$ cat src/inc/timer_regs.svh
`ifndef TIMER_REGS_SVH
`define TIMER_REGS_SVH
// register byte offsets
`define ADDR_COUNT 8'h01
`define ADDR_INTCTL 8'h0b
`define ADDR_OPTION 8'h81
`define ADDR_IRQ_STATUS 8'hc0
`define ADDR_IRQ_CLEAR 8'hc1
`define ADDR_IRQ_ENABLE 8'hc2
// option register fields
`define OPT_SRC_BIT 5
`define OPT_EDGE_BIT 4
`define OPT_PSA_BIT 3
`define OPT_RATE_HI 2
`define OPT_RATE_LO 0
`define OPT_RESET 8'hff
// interrupt control fields
`define INTCTL_IE_BIT 5
`define INTCTL_IF_BIT 2
`define INTCTL_RESET 8'h00
// event status bit positions
`define EVT_OVF_BIT 0
`define EVT_WDT_BIT 1
`define EVT_WIDTH 2
// write inhibit length in instruction cycles
`define WR_INHIBIT 2'h2
// phase counter values for second and fourth phase clocks
`define PHASE_Q2 2'h1
`define PHASE_Q4 2'h3
`define PHASE_LAST 2'h3
`define COUNT_MAX 8'hff
`endif

$ cat src/inc/timer_pkg.sv
package timer_pkg;
    typedef struct packed {
        logic [7:0] addr;
        logic [7:0] wdata;
        logic wr;
        logic rd;
    } bus_req_s;
    typedef enum logic [2:0] {
        SYNC_IDLE = 3'b001,
        SYNC_HIGH = 3'b010,
        SYNC_LOW = 3'b100
    } sync_e;
endpackage

$ cat src/rtl/timer_counter.sv
// The strobed register port was decided locally.
`include "timer_regs.svh"
module timer_counter
    import timer_pkg::*;
(
    // clock and reset
    input wire logic mclk,
    input wire logic resetn,
    // register port
    input wire logic [7:0] addr,
    input wire logic [7:0] wdata,
    input wire logic wr,
    input wire logic rd,
    output logic [7:0] rdata,
    // core status
    input wire logic sleep,
    input wire logic wdt_clear,
    input wire logic wdt_tick,
    // external count pin
    input wire logic count_in,
    // watchdog side
    output logic wdt_prescaled,
    output logic wdt_clear_out,
    // interrupt
    output logic irq
);
    bus_req_s req;
    logic rst_meta_reg, rst_sync_reg;
    logic rstn;
    logic [1:0] phase_reg;
    logic [7:0] count_reg;
    logic [7:0] option_reg;
    logic [7:0] intctl_reg;
    logic [`EVT_WIDTH-1:0] status_reg;
    logic [`EVT_WIDTH-1:0] enable_reg;
    logic [1:0] inhibit_reg;
    logic [7:0] presc_reg;
    logic [7:0] presc_next;
    logic presc_out_reg;
    logic src_prev_reg;
    logic sel_prev_reg;
    logic pin_rise;
    logic samp_q2_reg;
    logic edge_pulse;
    logic presc_in;
    logic presc_tap;
    logic feed;
    logic tick;
    logic wr_count;
    logic ovf_evt;
    logic use_psa_tmr;
    logic sel_in;

    assign req = '{addr: addr, wdata: wdata, wr: wr, rd: rd};
    assign rstn = rst_sync_reg;

    // tap selection for the shared prescaler, returns one bit of the divider, or a constant one for watchdog code zero
    function automatic logic rate_tap(input logic [7:0] cnt, input logic [2:0] code,
                                      input logic to_tmr);
        logic [3:0] idx;
        idx = {1'b0, code} + (to_tmr ? 4'h0 : 4'h0);
        rate_tap = to_tmr ? cnt[idx[2:0]] : (code == 3'h0 ? 1'b1 : cnt[idx[2:0] - 3'h1]);
    endfunction

    // reset release through two flops
    always_ff @(posedge mclk or negedge resetn)
    begin
        if (!resetn)
        begin
            rst_meta_reg <= 1'b0;
            rst_sync_reg <= 1'b0;
        end
        else
        begin
            rst_meta_reg <= 1'b1;
            rst_sync_reg <= rst_meta_reg;
        end
    end

    // four phase clocks per instruction cycle
    always_ff @(posedge mclk or negedge rstn)
    begin
        if (!rstn)
            phase_reg <= 2'h0;
        else
            phase_reg <= phase_reg + 2'h1;
    end

    assign tick = (phase_reg == `PHASE_LAST);
    assign wr_count = req.wr && (req.addr == `ADDR_COUNT);
    assign use_psa_tmr = !option_reg[`OPT_PSA_BIT];
    assign sel_in = option_reg[`OPT_EDGE_BIT] ? !count_in : count_in;

    // option register, all ones on every reset
    always_ff @(posedge mclk or negedge rstn)
    begin
        if (!rstn)
            option_reg <= `OPT_RESET;
        else if (req.wr && req.addr == `ADDR_OPTION)
            option_reg <= req.wdata;
    end

    // raw selected-edge history; reset value matches the pin idle level under default option
    always_ff @(posedge mclk or negedge rstn)
    begin
        if (!rstn)
            sel_prev_reg <= 1'b1;
        else
            sel_prev_reg <= sel_in;
    end

    // prescaler sits ahead of sync, so it must see raw pin edges, not its own synced output
    assign pin_rise = sel_in && !sel_prev_reg;

    // prescaler input: input edges or cycles when routed to counter, watchdog ticks otherwise
    assign presc_in = use_psa_tmr ?
        (option_reg[`OPT_SRC_BIT] ? pin_rise : tick) : wdt_tick;

    // the divider itself is never mapped onto the bus
    always_comb
    begin
        presc_next = presc_reg;
        if ((wr_count && use_psa_tmr) || (wdt_clear && !use_psa_tmr))
            presc_next = 8'h00;
        else if (presc_in && !sleep)
            presc_next = presc_reg + 8'h01;
    end

    always_ff @(posedge mclk or negedge rstn)
    begin
        if (!rstn)
            presc_reg <= 8'h00;
        else
            presc_reg <= presc_next;
    end

    assign presc_tap = rate_tap(presc_reg, option_reg[`OPT_RATE_HI:`OPT_RATE_LO],
                                use_psa_tmr);

    // prescaler output level; bypassed input when unassigned
    always_ff @(posedge mclk or negedge rstn)
    begin
        if (!rstn)
            presc_out_reg <= 1'b0;
        else if (use_psa_tmr && option_reg[`OPT_SRC_BIT])
            presc_out_reg <= presc_tap;
        else
            presc_out_reg <= sel_in;
    end

    // sample on the second phase, shift into history on the fourth, so levels shorter than four mclk periods can be missed
    always_ff @(posedge mclk or negedge rstn)
    begin
        if (!rstn)
        begin
            samp_q2_reg <= 1'b0;
            src_prev_reg <= 1'b0;
        end
        else
        begin
            if (phase_reg == `PHASE_Q2)
                samp_q2_reg <= presc_out_reg;
            if (phase_reg == `PHASE_Q4)
                src_prev_reg <= samp_q2_reg;
        end
    end

    // rising sync edge of the selected polarity, one pulse per instruction cycle
    assign edge_pulse = (phase_reg == `PHASE_Q4) && samp_q2_reg && !src_prev_reg;

    // what feeds the counter
    always_comb
    begin
        if (!option_reg[`OPT_SRC_BIT])
            feed = use_psa_tmr ? (tick && presc_tap && !presc_reg[0]) : tick;
        else if (use_psa_tmr)
            feed = edge_pulse;
        else
            feed = edge_pulse;
        if (option_reg[`OPT_SRC_BIT] == 1'b0 && use_psa_tmr)
            feed = tick && (presc_next != presc_reg) && rate_tap(presc_next,
                   option_reg[`OPT_RATE_HI:`OPT_RATE_LO], 1'b1) &&
                   !presc_tap;
        if (option_reg[`OPT_SRC_BIT] && use_psa_tmr)
            feed = edge_pulse;
    end

    // write inhibit counts instruction cycles after a counter write
    always_ff @(posedge mclk or negedge rstn)
    begin
        if (!rstn)
            inhibit_reg <= 2'h0;
        else if (wr_count)
            inhibit_reg <= `WR_INHIBIT;
        else if (tick && inhibit_reg != 2'h0)
            inhibit_reg <= inhibit_reg - 2'h1;
    end

    assign ovf_evt = feed && !sleep && !wr_count && inhibit_reg == 2'h0 &&
                     count_reg == `COUNT_MAX;

    // counter value cleared to zero by reset, so simulation starts known
    always_ff @(posedge mclk or negedge rstn)
    begin
        if (!rstn)
            count_reg <= 8'h00;
        else if (wr_count)
            count_reg <= req.wdata;
        else if (feed && !sleep && inhibit_reg == 2'h0)
            count_reg <= count_reg + 8'h01;
    end

    // interrupt control; flag set wins over software clear
    always_ff @(posedge mclk or negedge rstn)
    begin
        if (!rstn)
            intctl_reg <= `INTCTL_RESET;
        else
        begin
            if (req.wr && req.addr == `ADDR_INTCTL)
                intctl_reg <= req.wdata;
            if (ovf_evt)
                intctl_reg[`INTCTL_IF_BIT] <= 1'b1;
        end
    end

    // sticky event status, write-one-to-clear, set wins
    always_ff @(posedge mclk or negedge rstn)
    begin
        if (!rstn)
            status_reg <= '0;
        else
        begin
            for (int i = 0; i < `EVT_WIDTH; i++)
            begin
                if (req.wr && req.addr == `ADDR_IRQ_CLEAR && req.wdata[i])
                    status_reg[i] <= 1'b0;
            end
            if (ovf_evt)
                status_reg[`EVT_OVF_BIT] <= 1'b1;
            if (wdt_clear)
                status_reg[`EVT_WDT_BIT] <= 1'b1;
        end
    end

    always_ff @(posedge mclk or negedge rstn)
    begin
        if (!rstn)
            enable_reg <= '0;
        else if (req.wr && req.addr == `ADDR_IRQ_ENABLE)
            enable_reg <= req.wdata[`EVT_WIDTH-1:0];
    end

    // level interrupt, overflow source gated by the overflow enable bit too, watchdog source by its enable only
    always_ff @(posedge mclk or negedge rstn)
    begin
        if (!rstn)
            irq <= 1'b0;
        else
            irq <= |(status_reg & enable_reg & {1'b1, intctl_reg[`INTCTL_IE_BIT]});
    end

    // watchdog side outputs
    always_ff @(posedge mclk or negedge rstn)
    begin
        if (!rstn)
        begin
            wdt_prescaled <= 1'b0;
            wdt_clear_out <= 1'b0;
        end
        else
        begin
            // one pulse each time the low rate bits wrap, so code zero passes every tick
            wdt_prescaled <= use_psa_tmr ? wdt_tick : (wdt_tick &&
                ((presc_next & ((8'h01 << option_reg[`OPT_RATE_HI:`OPT_RATE_LO]) - 8'h01))
                == 8'h00));
            wdt_clear_out <= wdt_clear;
        end
    end

    // read data one cycle after strobe; unmapped reads zero
    always_ff @(posedge mclk or negedge rstn)
    begin
        if (!rstn)
            rdata <= 8'h00;
        else if (req.rd)
        begin
            case (req.addr)
                `ADDR_COUNT: rdata <= count_reg;
                `ADDR_INTCTL: rdata <= intctl_reg;
                `ADDR_OPTION: rdata <= option_reg;
                `ADDR_IRQ_STATUS: rdata <= {6'h00, status_reg};
                `ADDR_IRQ_ENABLE: rdata <= {6'h00, enable_reg};
                default: rdata <= 8'h00;
            endcase
        end
        else
            rdata <= 8'h00;
    end

    // write-inhibit check: no advance in the cycle after a counter write
    inhibit_hold_a: assert property (@(posedge mclk) disable iff (!rstn)
        wr_count ##1 !wr_count |=> $stable(count_reg))
        else $error("counter moved right after write");

    overflow_flag_a: assert property (@(posedge mclk) disable iff (!rstn)
        ovf_evt |=> intctl_reg[`INTCTL_IF_BIT])
        else $error("overflow did not set flag");

    sleep_stop_a: assert property (@(posedge mclk) disable iff (!rstn)
        sleep && !wr_count |=> $stable(count_reg))
        else $error("counter moved in sleep");

    presc_clear_a: assert property (@(posedge mclk) disable iff (!rstn)
        wr_count && use_psa_tmr |=> presc_reg == 8'h00)
        else $error("prescaler not cleared by write");

    wdt_clear_a: assert property (@(posedge mclk) disable iff (!rstn)
        wdt_clear && !use_psa_tmr |=> presc_reg == 8'h00)
        else $error("prescaler not cleared by watchdog clear");

    irq_mask_a: assert property (@(posedge mclk) disable iff (!rstn)
        !intctl_reg[`INTCTL_IE_BIT] && !(status_reg[`EVT_WDT_BIT] && enable_reg[`EVT_WDT_BIT])
        |=> !irq)
        else $error("masked interrupt raised");

    timer_step_a: assert property (@(posedge mclk) disable iff (!rstn)
        tick && !option_reg[`OPT_SRC_BIT] && !use_psa_tmr && !sleep && !wr_count &&
        inhibit_reg == 2'h0 |=> count_reg == $past(count_reg) + 8'h01)
        else $error("timer mode did not step");

    sample_phase_a: assert property (@(posedge mclk) disable iff (!rstn)
        phase_reg != `PHASE_Q2 |=> $stable(samp_q2_reg))
        else $error("sample taken off phase");

    option_reset_a: assert property (@(posedge mclk)
        $rose(rstn) |-> option_reg == `OPT_RESET)
        else $error("option not all ones after reset");

    bypass_a: assert property (@(posedge mclk) disable iff (!rstn)
        !use_psa_tmr |=> presc_out_reg == $past(sel_in))
        else $error("bypass path broken");

    wdt_bypass_a: assert property (@(posedge mclk) disable iff (!rstn)
        use_psa_tmr |=> wdt_prescaled == $past(wdt_tick))
        else $error("watchdog tick not passed raw");

    irq_raise_a: assert property (@(posedge mclk) disable iff (!rstn)
        status_reg[`EVT_OVF_BIT] && enable_reg[`EVT_OVF_BIT] && intctl_reg[`INTCTL_IE_BIT]
        |=> irq)
        else $error("enabled overflow did not raise interrupt");

    rdata_idle_a: assert property (@(posedge mclk) disable iff (!rstn)
        !rd |=> rdata == 8'h00)
        else $error("read data outside read slot");
endmodule

$ cat config.mk
export PLATFORM = sky130hd
export DESIGN_NAME = timer_counter
export DESIGN_NICKNAME = d
export VERILOG_FILES = /design/src/inc/timer_pkg.sv /design/src/rtl/timer_counter.sv
export VERILOG_INCLUDE_DIRS = /design/src /design/src/inc
export SDC_FILE = /design/constraint.sdc
export NUM_CORES = 1
export LEC_CHECK = 0
export BUFFER_PORTS_ARGS = -buffer_cell sky130_fd_sc_hd__buf_2
export CAP_MARGIN = 20
export CORE_MARGIN = 3
export CORE_UTILIZATION = 40
export DETAILED_ROUTE_END_ITERATION = 16
export GPL_ROUTABILITY_DRIVEN = 0
export PLACE_DENSITY = 0.64
export SLEW_MARGIN = 20
export SYNTH_ARGS = -nofsm -noshare
export SYNTH_HDL_FRONTEND = slang
export SYNTH_SLANG_ARGS = --single-unit
$ cat constraint.sdc
create_clock -name mclk -period 1.8 [get_ports mclk]
set_input_delay 0.18 -clock mclk [delete_from_list [all_inputs] [get_ports mclk]]
set_output_delay 0.18 -clock mclk [all_outputs]
set_load 0.03 [all_outputs]
# After elaboration in Yosys (flattened, before gate mapping)
# Index checks and enable logic that the tools add are counted.
[totals]
register_bits = 57
in_bits = 24
[classes]
add_sub_neg = 6
magnitude_cmp = 2
n_eq_ne = 10
shifts = 1
muxes = 31
n_bitwise = 4
n_reduce_logical = 46
[ops]
columns = ["op", "count"]
rows = [
  ["8-bit == test (second input constant)", 5],
  ["8-bit two-way mux", 5],
  ["8-bit case mux with 5 select lines", 1],
  ["1-bit logical AND", 27],
  ["1-bit two-way mux", 19],
  ["8-bit by 1-bit adder with 8-bit output (second input constant)", 2],
  ["2-bit nonzero test", 6],
  ["1-bit binary-select mux with 3-bit select", 3],
  ["8-bit AND", 1],
  ["8-bit by 1-bit == test with 1-bit output (second input constant)", 1],
  ["8-bit by 4-bit == test with 1-bit output (second input constant)", 1],
  ["1-bit logical NOT", 8],
  ["8-bit logical NOT", 1],
  ["3-bit by 4-bit < comparator with 1-bit output (second input constant)", 2],
  ["8-bit inequality test", 1],
  ["1-bit by 3-bit << shifter with 8-bit output (first input constant)", 1],
  ["8-bit by 1-bit subtractor with 8-bit output (second input constant)", 1],
  ["2-bit AND", 2],
  ["2-bit two-way mux", 2],
  ["3-bit logical NOT", 1],
  ["3-bit two-way mux", 1],
  ["3-bit by 1-bit subtractor with 3-bit output (second input constant)", 1],
  ["2-bit by 1-bit adder with 2-bit output (second input constant)", 1],
  ["2-bit by 1-bit == test with 1-bit output (second input constant)", 1],
  ["6 further kinds", 6],
]

# Depth between registers and ports, before layout
[logic_depth]
ltp_word = 19
ltp_mapped = 12
ltp_nobuf = 11

# Worst setup path after synthesis
# OpenSTA, ideal clock, no wires.
[synth_timing]
kind = "reg2reg"
start = "register phase_reg[0]"
end = "register count_reg[7]"
setup_time_ns = 0.082
arrival_time_ns = 2.837
path_slack_ns = -1.119
stages_incl_launch_ff = 11
n_path_buf = 1
path_cell_list = "dfrtp_1 > ha_1 > or3b_1 > o311a_1 > buf_2 > or4_1 > nand3_1 > a41o_1 > nand3_4 > or4_1 > a31oi_1"
[synth_between]
elab_chain_len = 15
elab_cells_between_ends = 23
[synth_rtl]
columns = ["item", "line_no", "text"]
rows = [
  ["start: declaration", "timer_counter.sv:30", "logic [1:0] phase_reg;"],
  ["start signal: assignment", "timer_counter.sv:86", "phase_reg <= phase_reg + 2'h1;"],
  ["2-bit == test (no source line) *", "n/a", ""],
  ["1-bit two-way mux", "timer_counter.sv:117", "(option_reg[`OPT_SRC_BIT] ? pin_rise : tick) : wdt_tick;"],
  ["1-bit two-way mux", "timer_counter.sv:116", "assign presc_in = use_psa_tmr ?"],
  ["1-bit logical AND", "timer_counter.sv:125", "else if (presc_in && !sleep)"],
  ["8-bit two-way mux", "timer_counter.sv:125", ""],
  ["8-bit two-way mux", "timer_counter.sv:123", "if ((wr_count && use_psa_tmr) || (wdt_clear && !use_psa_tmr))"],
  ["1-bit binary-select mux with 3-bit select or 8-bit inequality test (tied branches)", "timer_counter.sv:62, timer_counter.sv:181", ""],
  ["1-bit two-way mux (implied by the code) or 1-bit logical AND (tied branches)", "timer_counter.sv:62, timer_counter.sv:181", ""],
  ["1-bit logical AND (2 in series)", "timer_counter.sv:181", "feed = tick && (presc_next != presc_reg) && rate_tap(presc_next,"],
  ["1-bit two-way mux", "timer_counter.sv:180", "if (option_reg[`OPT_SRC_BIT] == 1'b0 && use_psa_tmr)"],
  ["1-bit two-way mux *", "timer_counter.sv:184", "if (option_reg[`OPT_SRC_BIT] && use_psa_tmr)"],
  ["1-bit logical AND * (2 in series)", "timer_counter.sv:209", "else if (feed && !sleep && inhibit_reg == 2'h0)"],
  ["2-bit nonzero test (no source line) *", "n/a", ""],
  ["end signal: assignment", "timer_counter.sv:208", "count_reg <= req.wdata;"],
  ["end signal: assignment", "timer_counter.sv:210", "count_reg <= count_reg + 8'h01;"],
  ["end: declaration", "timer_counter.sv:31", "logic [7:0] count_reg;"],
]
# Mark *: on every way between the ends. The rest lies on a longest branch, timed or not. The select of a mux whose other input is x is not followed.
# A chain may end at the register's enable or synchronous reset.

# Final worst setup path
# Ends and elaborated chain as after synthesis.

==> metrics.txt <==
# TYPE chip_impl_metric gauge
chip_impl_info{name="leading_cell_type_in_the_layout_fill_and_taps_excluded",value="sky130_fd_sc_hd__buf_4"} 1
chip_impl_metric{name="routed_wire_length_per_instance",unit="um"} 17.5
chip_impl_metric{name="synthToLayoutAreaGrowth",unit="%"} 48.0
chip_impl_metric{name="cts_made_buffers",unit=""} 9
chip_impl_metric{name="vias",unit=""} 3086
chip_impl_metric{name="crit_path_max_fanout",unit=""} 7
chip_impl_metric{name="grt_first_pass_wirelength",unit="um"} 15400
chip_impl_metric{name="initial_utilization",unit="%"} 41.6
chip_impl_info{name="critical_path.endpoint_type",value="flop"} 1
chip_impl_info{name="hold_path.startpoint",value="wdt_clear"} 1
chip_impl_metric{name="synthesis.area_per_instance",unit="um2"} 10.2
chip_impl_metric{name="stdcell_area",unit="mm2"} 0.00481
chip_impl_metric{name="maximum_number_of_pins_on_one_net_before_global_route_repair",unit=""} 56
chip_impl_metric{name="detail_route.drc_violations",unit=""} 0
chip_impl_metric{name="die_area",unit="mm2"} 0.00924
chip_impl_metric{name="final_worst_path_period_share",unit="%"} 152
chip_impl_metric{name="postSynthRegisterBits",unit=""} 57
chip_impl_metric{name="die-width",unit="um"} 96.1
chip_impl_info{name="failed_checks",value="setup timing"} 1
chip_impl_metric{name="port_buffers",unit=""} 34
chip_impl_metric{name="vdd_drop_max",unit="V"} 0.000393
chip_impl_metric{name="path_clk_slew",unit="ns"} 0.07
chip_impl_metric{name="number_of_global_route_vias_before_repair",unit=""} 3144
chip_impl_info{name="dominantRegCellSynth",value="sky130_fd_sc_hd__dfrtp_1"} 1
chip_impl_info{name="startpoint_type",value="flop"} 1
chip_impl_metric{name="first_pass_iters",unit=""} 5
chip_impl_metric{name="ys.warnings.count",unit=""} 0
chip_impl_metric{name="worstHoldPathCells",unit=""} 2
chip_impl_metric{name="area_of_placed_instances",unit="mm2"} 0.00423
chip_impl_info{name="tritoncts",value="built"} 1
chip_impl_metric{name="dr.first_iter.drc_count",unit=""} 201
chip_impl_metric{name="totalPowerFinal",unit="mW"} 3.86
chip_impl_metric{name="total_leakage_power",unit="nW"} 2.19
chip_impl_metric{name="pre_cts_slack",unit="ns"} -1.12
chip_impl_metric{name="final-hold-violation-count",unit=""} 0
chip_impl_metric{name="final_core_utilization",unit="%"} 61.6
chip_impl_metric{name="timing.fmax",unit="MHz"} 365
chip_impl_metric{name="finalWirelength",unit="um"} 9720
chip_impl_metric{name="antenna_found_initial",unit=""} 0
chip_impl_info{name="whs_endpoint",value="wdt_clear_out"} 1
chip_impl_metric{name="power_density",unit="mW/mm2"} 802
chip_impl_metric{name="worst_clock_skew",unit="ns"} 0.00341
chip_impl_info{name="rsz_0062_raised_after_global_routing",value="yes"} 1
chip_impl_info{name="critical_path.reg2reg.startpoint",value="phase_reg[0]"} 1
chip_impl_info{name="run_status",value="finished with violations"} 1
chip_impl_metric{name="postRouteAntennaNets",unit=""} 0
chip_impl_metric{name="rows",unit=""} 32
chip_impl_metric{name="timing.setup.tns",unit="ns"} -11.02
chip_impl_metric{name="syn-cell-area",unit="mm2"} 0.00325
chip_impl_metric{name="r2r_setup_slk",unit="ns"} -0.94
chip_impl_metric{name="die_h",unit="um"} 96.1
chip_impl_metric{name="final_net_count",unit=""} 482
chip_impl_metric{name="synth_nets",unit=""} 354
chip_impl_metric{name="final_layout_size_suffix_gt1_share",unit="%"} 50.6
chip_impl_metric{name="layout_setup_ws",unit="ns"} -0.938
chip_impl_metric{name="async_reset_ff_share",unit="%"} 100
chip_impl_metric{name="clock-sinks",unit=""} 57
chip_impl_metric{name="grt_overflow",unit=""} 0
chip_impl_info{name="rr_endpoint",value="count_reg[7]"} 1
chip_impl_metric{name="final-max-slew-violation-count",unit=""} 0
chip_impl_info{name="worst_hold_path_type",value="primary input to flop"} 1
chip_impl_metric{name="insertion_delay",unit="ns"} 0.35
chip_impl_info{name="clockRootBuffer",value="sky130_fd_sc_hd__clkbuf_8"} 1
chip_impl_metric{name="antennaDiodeCount",unit=""} 0
chip_impl_metric{name="max-clock-path-buffers",unit=""} 2
chip_impl_info{name="commonest_cells_after_routing_fill_and_taps_aside",value="79 x sky130_fd_sc_hd__buf_4, 47 x sky130_fd_sc_hd__dfrtp_1, 34 x sky130_fd_sc_hd__buf_2, 31 x sky130_fd_sc_hd__nand2_1, 21 x sky130_fd_sc_hd__mux2_2"} 1
chip_impl_metric{name="dp_hpwl",unit="um"} 6610
chip_impl_metric{name="vias_per_cell",unit=""} 5.56
chip_impl_metric{name="worst_ep_required_time",unit="ns"} 2.07
chip_impl_metric{name="yosysSeqAreaShare",unit="%"} 44.2
chip_impl_info{name="critPathKind",value="flop to flop"} 1
chip_impl_metric{name="placeableCoreArea",unit="mm2"} 0.00781
chip_impl_metric{name="number_of_synthesized_flops_with_an_enable_pin",unit=""} 0
chip_impl_metric{name="rr_worst_depth",unit=""} 11
chip_impl_metric{name="setup_violations",unit=""} 18
chip_impl_metric{name="grtUsageTotal",unit="%"} 21.8
chip_impl_metric{name="max_cap_violations",unit=""} 0
chip_impl_metric{name="synthCells",unit=""} 320
chip_impl_metric{name="synth.lib_cells_used.distinct",unit=""} 57
chip_impl_metric{name="floorplan.io_pins",unit=""} 35
chip_impl_metric{name="h-tree-depth",unit=""} 3
chip_impl_metric{name="min_period",unit="ns"} 2.74
chip_impl_metric{name="worst-endpoint-arrival",unit="ns"} 3.01
## synthesized netlist by cell type (3+ instances only)
cell type                    n  share of area (%)
sky130_fd_sc_hd__o21ai_0    16                2.5
sky130_fd_sc_hd__inv_1      16                1.8
sky130_fd_sc_hd__a22oi_1     7                1.6
sky130_fd_sc_hd__or3_1       7                1.3
sky130_fd_sc_hd__xnor2_1     6                1.6
sky130_fd_sc_hd__xor2_1      3               0.81
sky130_fd_sc_hd__a21oi_1    11                1.7
sky130_fd_sc_hd__nor4_1      4               0.77
sky130_fd_sc_hd__a21boi_0    3               0.69
sky130_fd_sc_hd__ha_1       10                3.8
sky130_fd_sc_hd__or4_1       5                1.2
sky130_fd_sc_hd__nand4_1     4               0.77
sky130_fd_sc_hd__o31ai_1     3               0.69
sky130_fd_sc_hd__a2111oi_0   4                1.1
sky130_fd_sc_hd__nand2b_1    4               0.77
sky130_fd_sc_hd__dfrtp_1    48                 37
sky130_fd_sc_hd__and3_1      4               0.77
sky130_fd_sc_hd__mux2_2     26                9.0
sky130_fd_sc_hd__nor2b_1    10                1.9
sky130_fd_sc_hd__nand3_1    12                1.8
sky130_fd_sc_hd__a31oi_1     4               0.77
sky130_fd_sc_hd__dfstp_2     9                7.3
sky130_fd_sc_hd__clkbuf_1   10                1.2
sky130_fd_sc_hd__mux2i_1     3               0.92
sky130_fd_sc_hd__nor2_1     18                2.1
sky130_fd_sc_hd__nand2_1    32                3.7
## through the flow
step / hold slack, ns / instances
after CTS: 0.0429 / 551
after global placement: -0.0359 / 527
after global routing: 0.0502 / 555
after detailed placement: -0.0336 / 527
after floorplan: -0.116 / 320
final: 0.0513 / 555
## worst max path at each step
stage / start / endpoint / slack [ns] / cells past startpoint
floorplan: phase_reg[0] / count_reg[7] / -0.88 / 10
global placement: option_reg[4] / count_reg[7] / -0.95 / 8
detailed placement: option_reg[4] / count_reg[7] / -1.12 / 8
CTS: option_reg[0] / count_reg[7] / -0.91 / 9
global route: phase_reg[0] / count_reg[6] / -1.04 / 11
finish: phase_reg[0] / count_reg[7] / -0.94 / 11
## logic make-up (layout without fill, tap and decap cells)
| logic type | after synthesis | in the layout | share of synthesized area [%] |
|---|---|---|---|
| multiplexers | 31 | 31 | 11.3 |
| adder cells (fa/ha/maj) | 10 | 10 | 3.85 |
| AND/OR/NAND/NOR | 115 | 116 | 19.6 |
| other | 1 | 1 | 0.115 |
| AO/OA/AOI/OAI | 69 | 69 | 15.1 |
| buffers and inverters | 28 | 160 | 3.31 |
| flip-flops | 57 | 57 | 44.2 |
| XOR/XNOR | 9 | 9 | 2.43 |
## routing by layer
metal / global-route usage (%) / part of all wire (%)
met5: 0 / 0
met4: 8.29 / 2.3
met3: 4.07 / 5.3
met2: 36.8 / 50
met1: 27.6 / 43
## area by class of cell
type                            count  area, um2
Clock buffer                        9        124
Clock inverter                      7       71.3
Fill cell                         626       3000
Inverter                           16       60.1
Multi-Input combinational cell    236       2040
Sequential cell                    57       1440
Tap cell                          102        128
Timing Repair Buffer              128        948
## power by group
group | switching [mW] | internal (mW) | total [mW] | leakage, nW
Combinational | 0.554 | 0.590 | 1.14 | 1.38
Clock | 0.567 | 0.635 | 1.20 | 0.0912
Sequential | 0.0975 | 1.41 | 1.51 | 0.723
## critical path: stages, from the launching register on
cell and delay [ns]:
sky130_fd_sc_hd__dfrtp_1 0.39, sky130_fd_sc_hd__ha_4 0.14, sky130_fd_sc_hd__or3b_4 0.37, sky130_fd_sc_hd__o311a_4 0.16, sky130_fd_sc_hd__buf_6 0.15, sky130_fd_sc_hd__buf_6 0.12
sky130_fd_sc_hd__nor3_4 0.22, sky130_fd_sc_hd__o2111ai_2 0.16, sky130_fd_sc_hd__or4b_4 0.28, sky130_fd_sc_hd__nand3_4 0.09, sky130_fd_sc_hd__or4_4 0.42, sky130_fd_sc_hd__a31oi_1 0.13
## what timing repair did
item / CTS / global route
cloned: 1 / 0
buffers inserted: 6 / 4
resized for setup: 50 / 18
pin swaps: 26 / 12
hold buffers: 1 / 0
endpoints found under the hold margin: 2 / 0
setup endpoints to repair: 19 / 20
No activity file was read; power rests on OpenSTA's default activity.
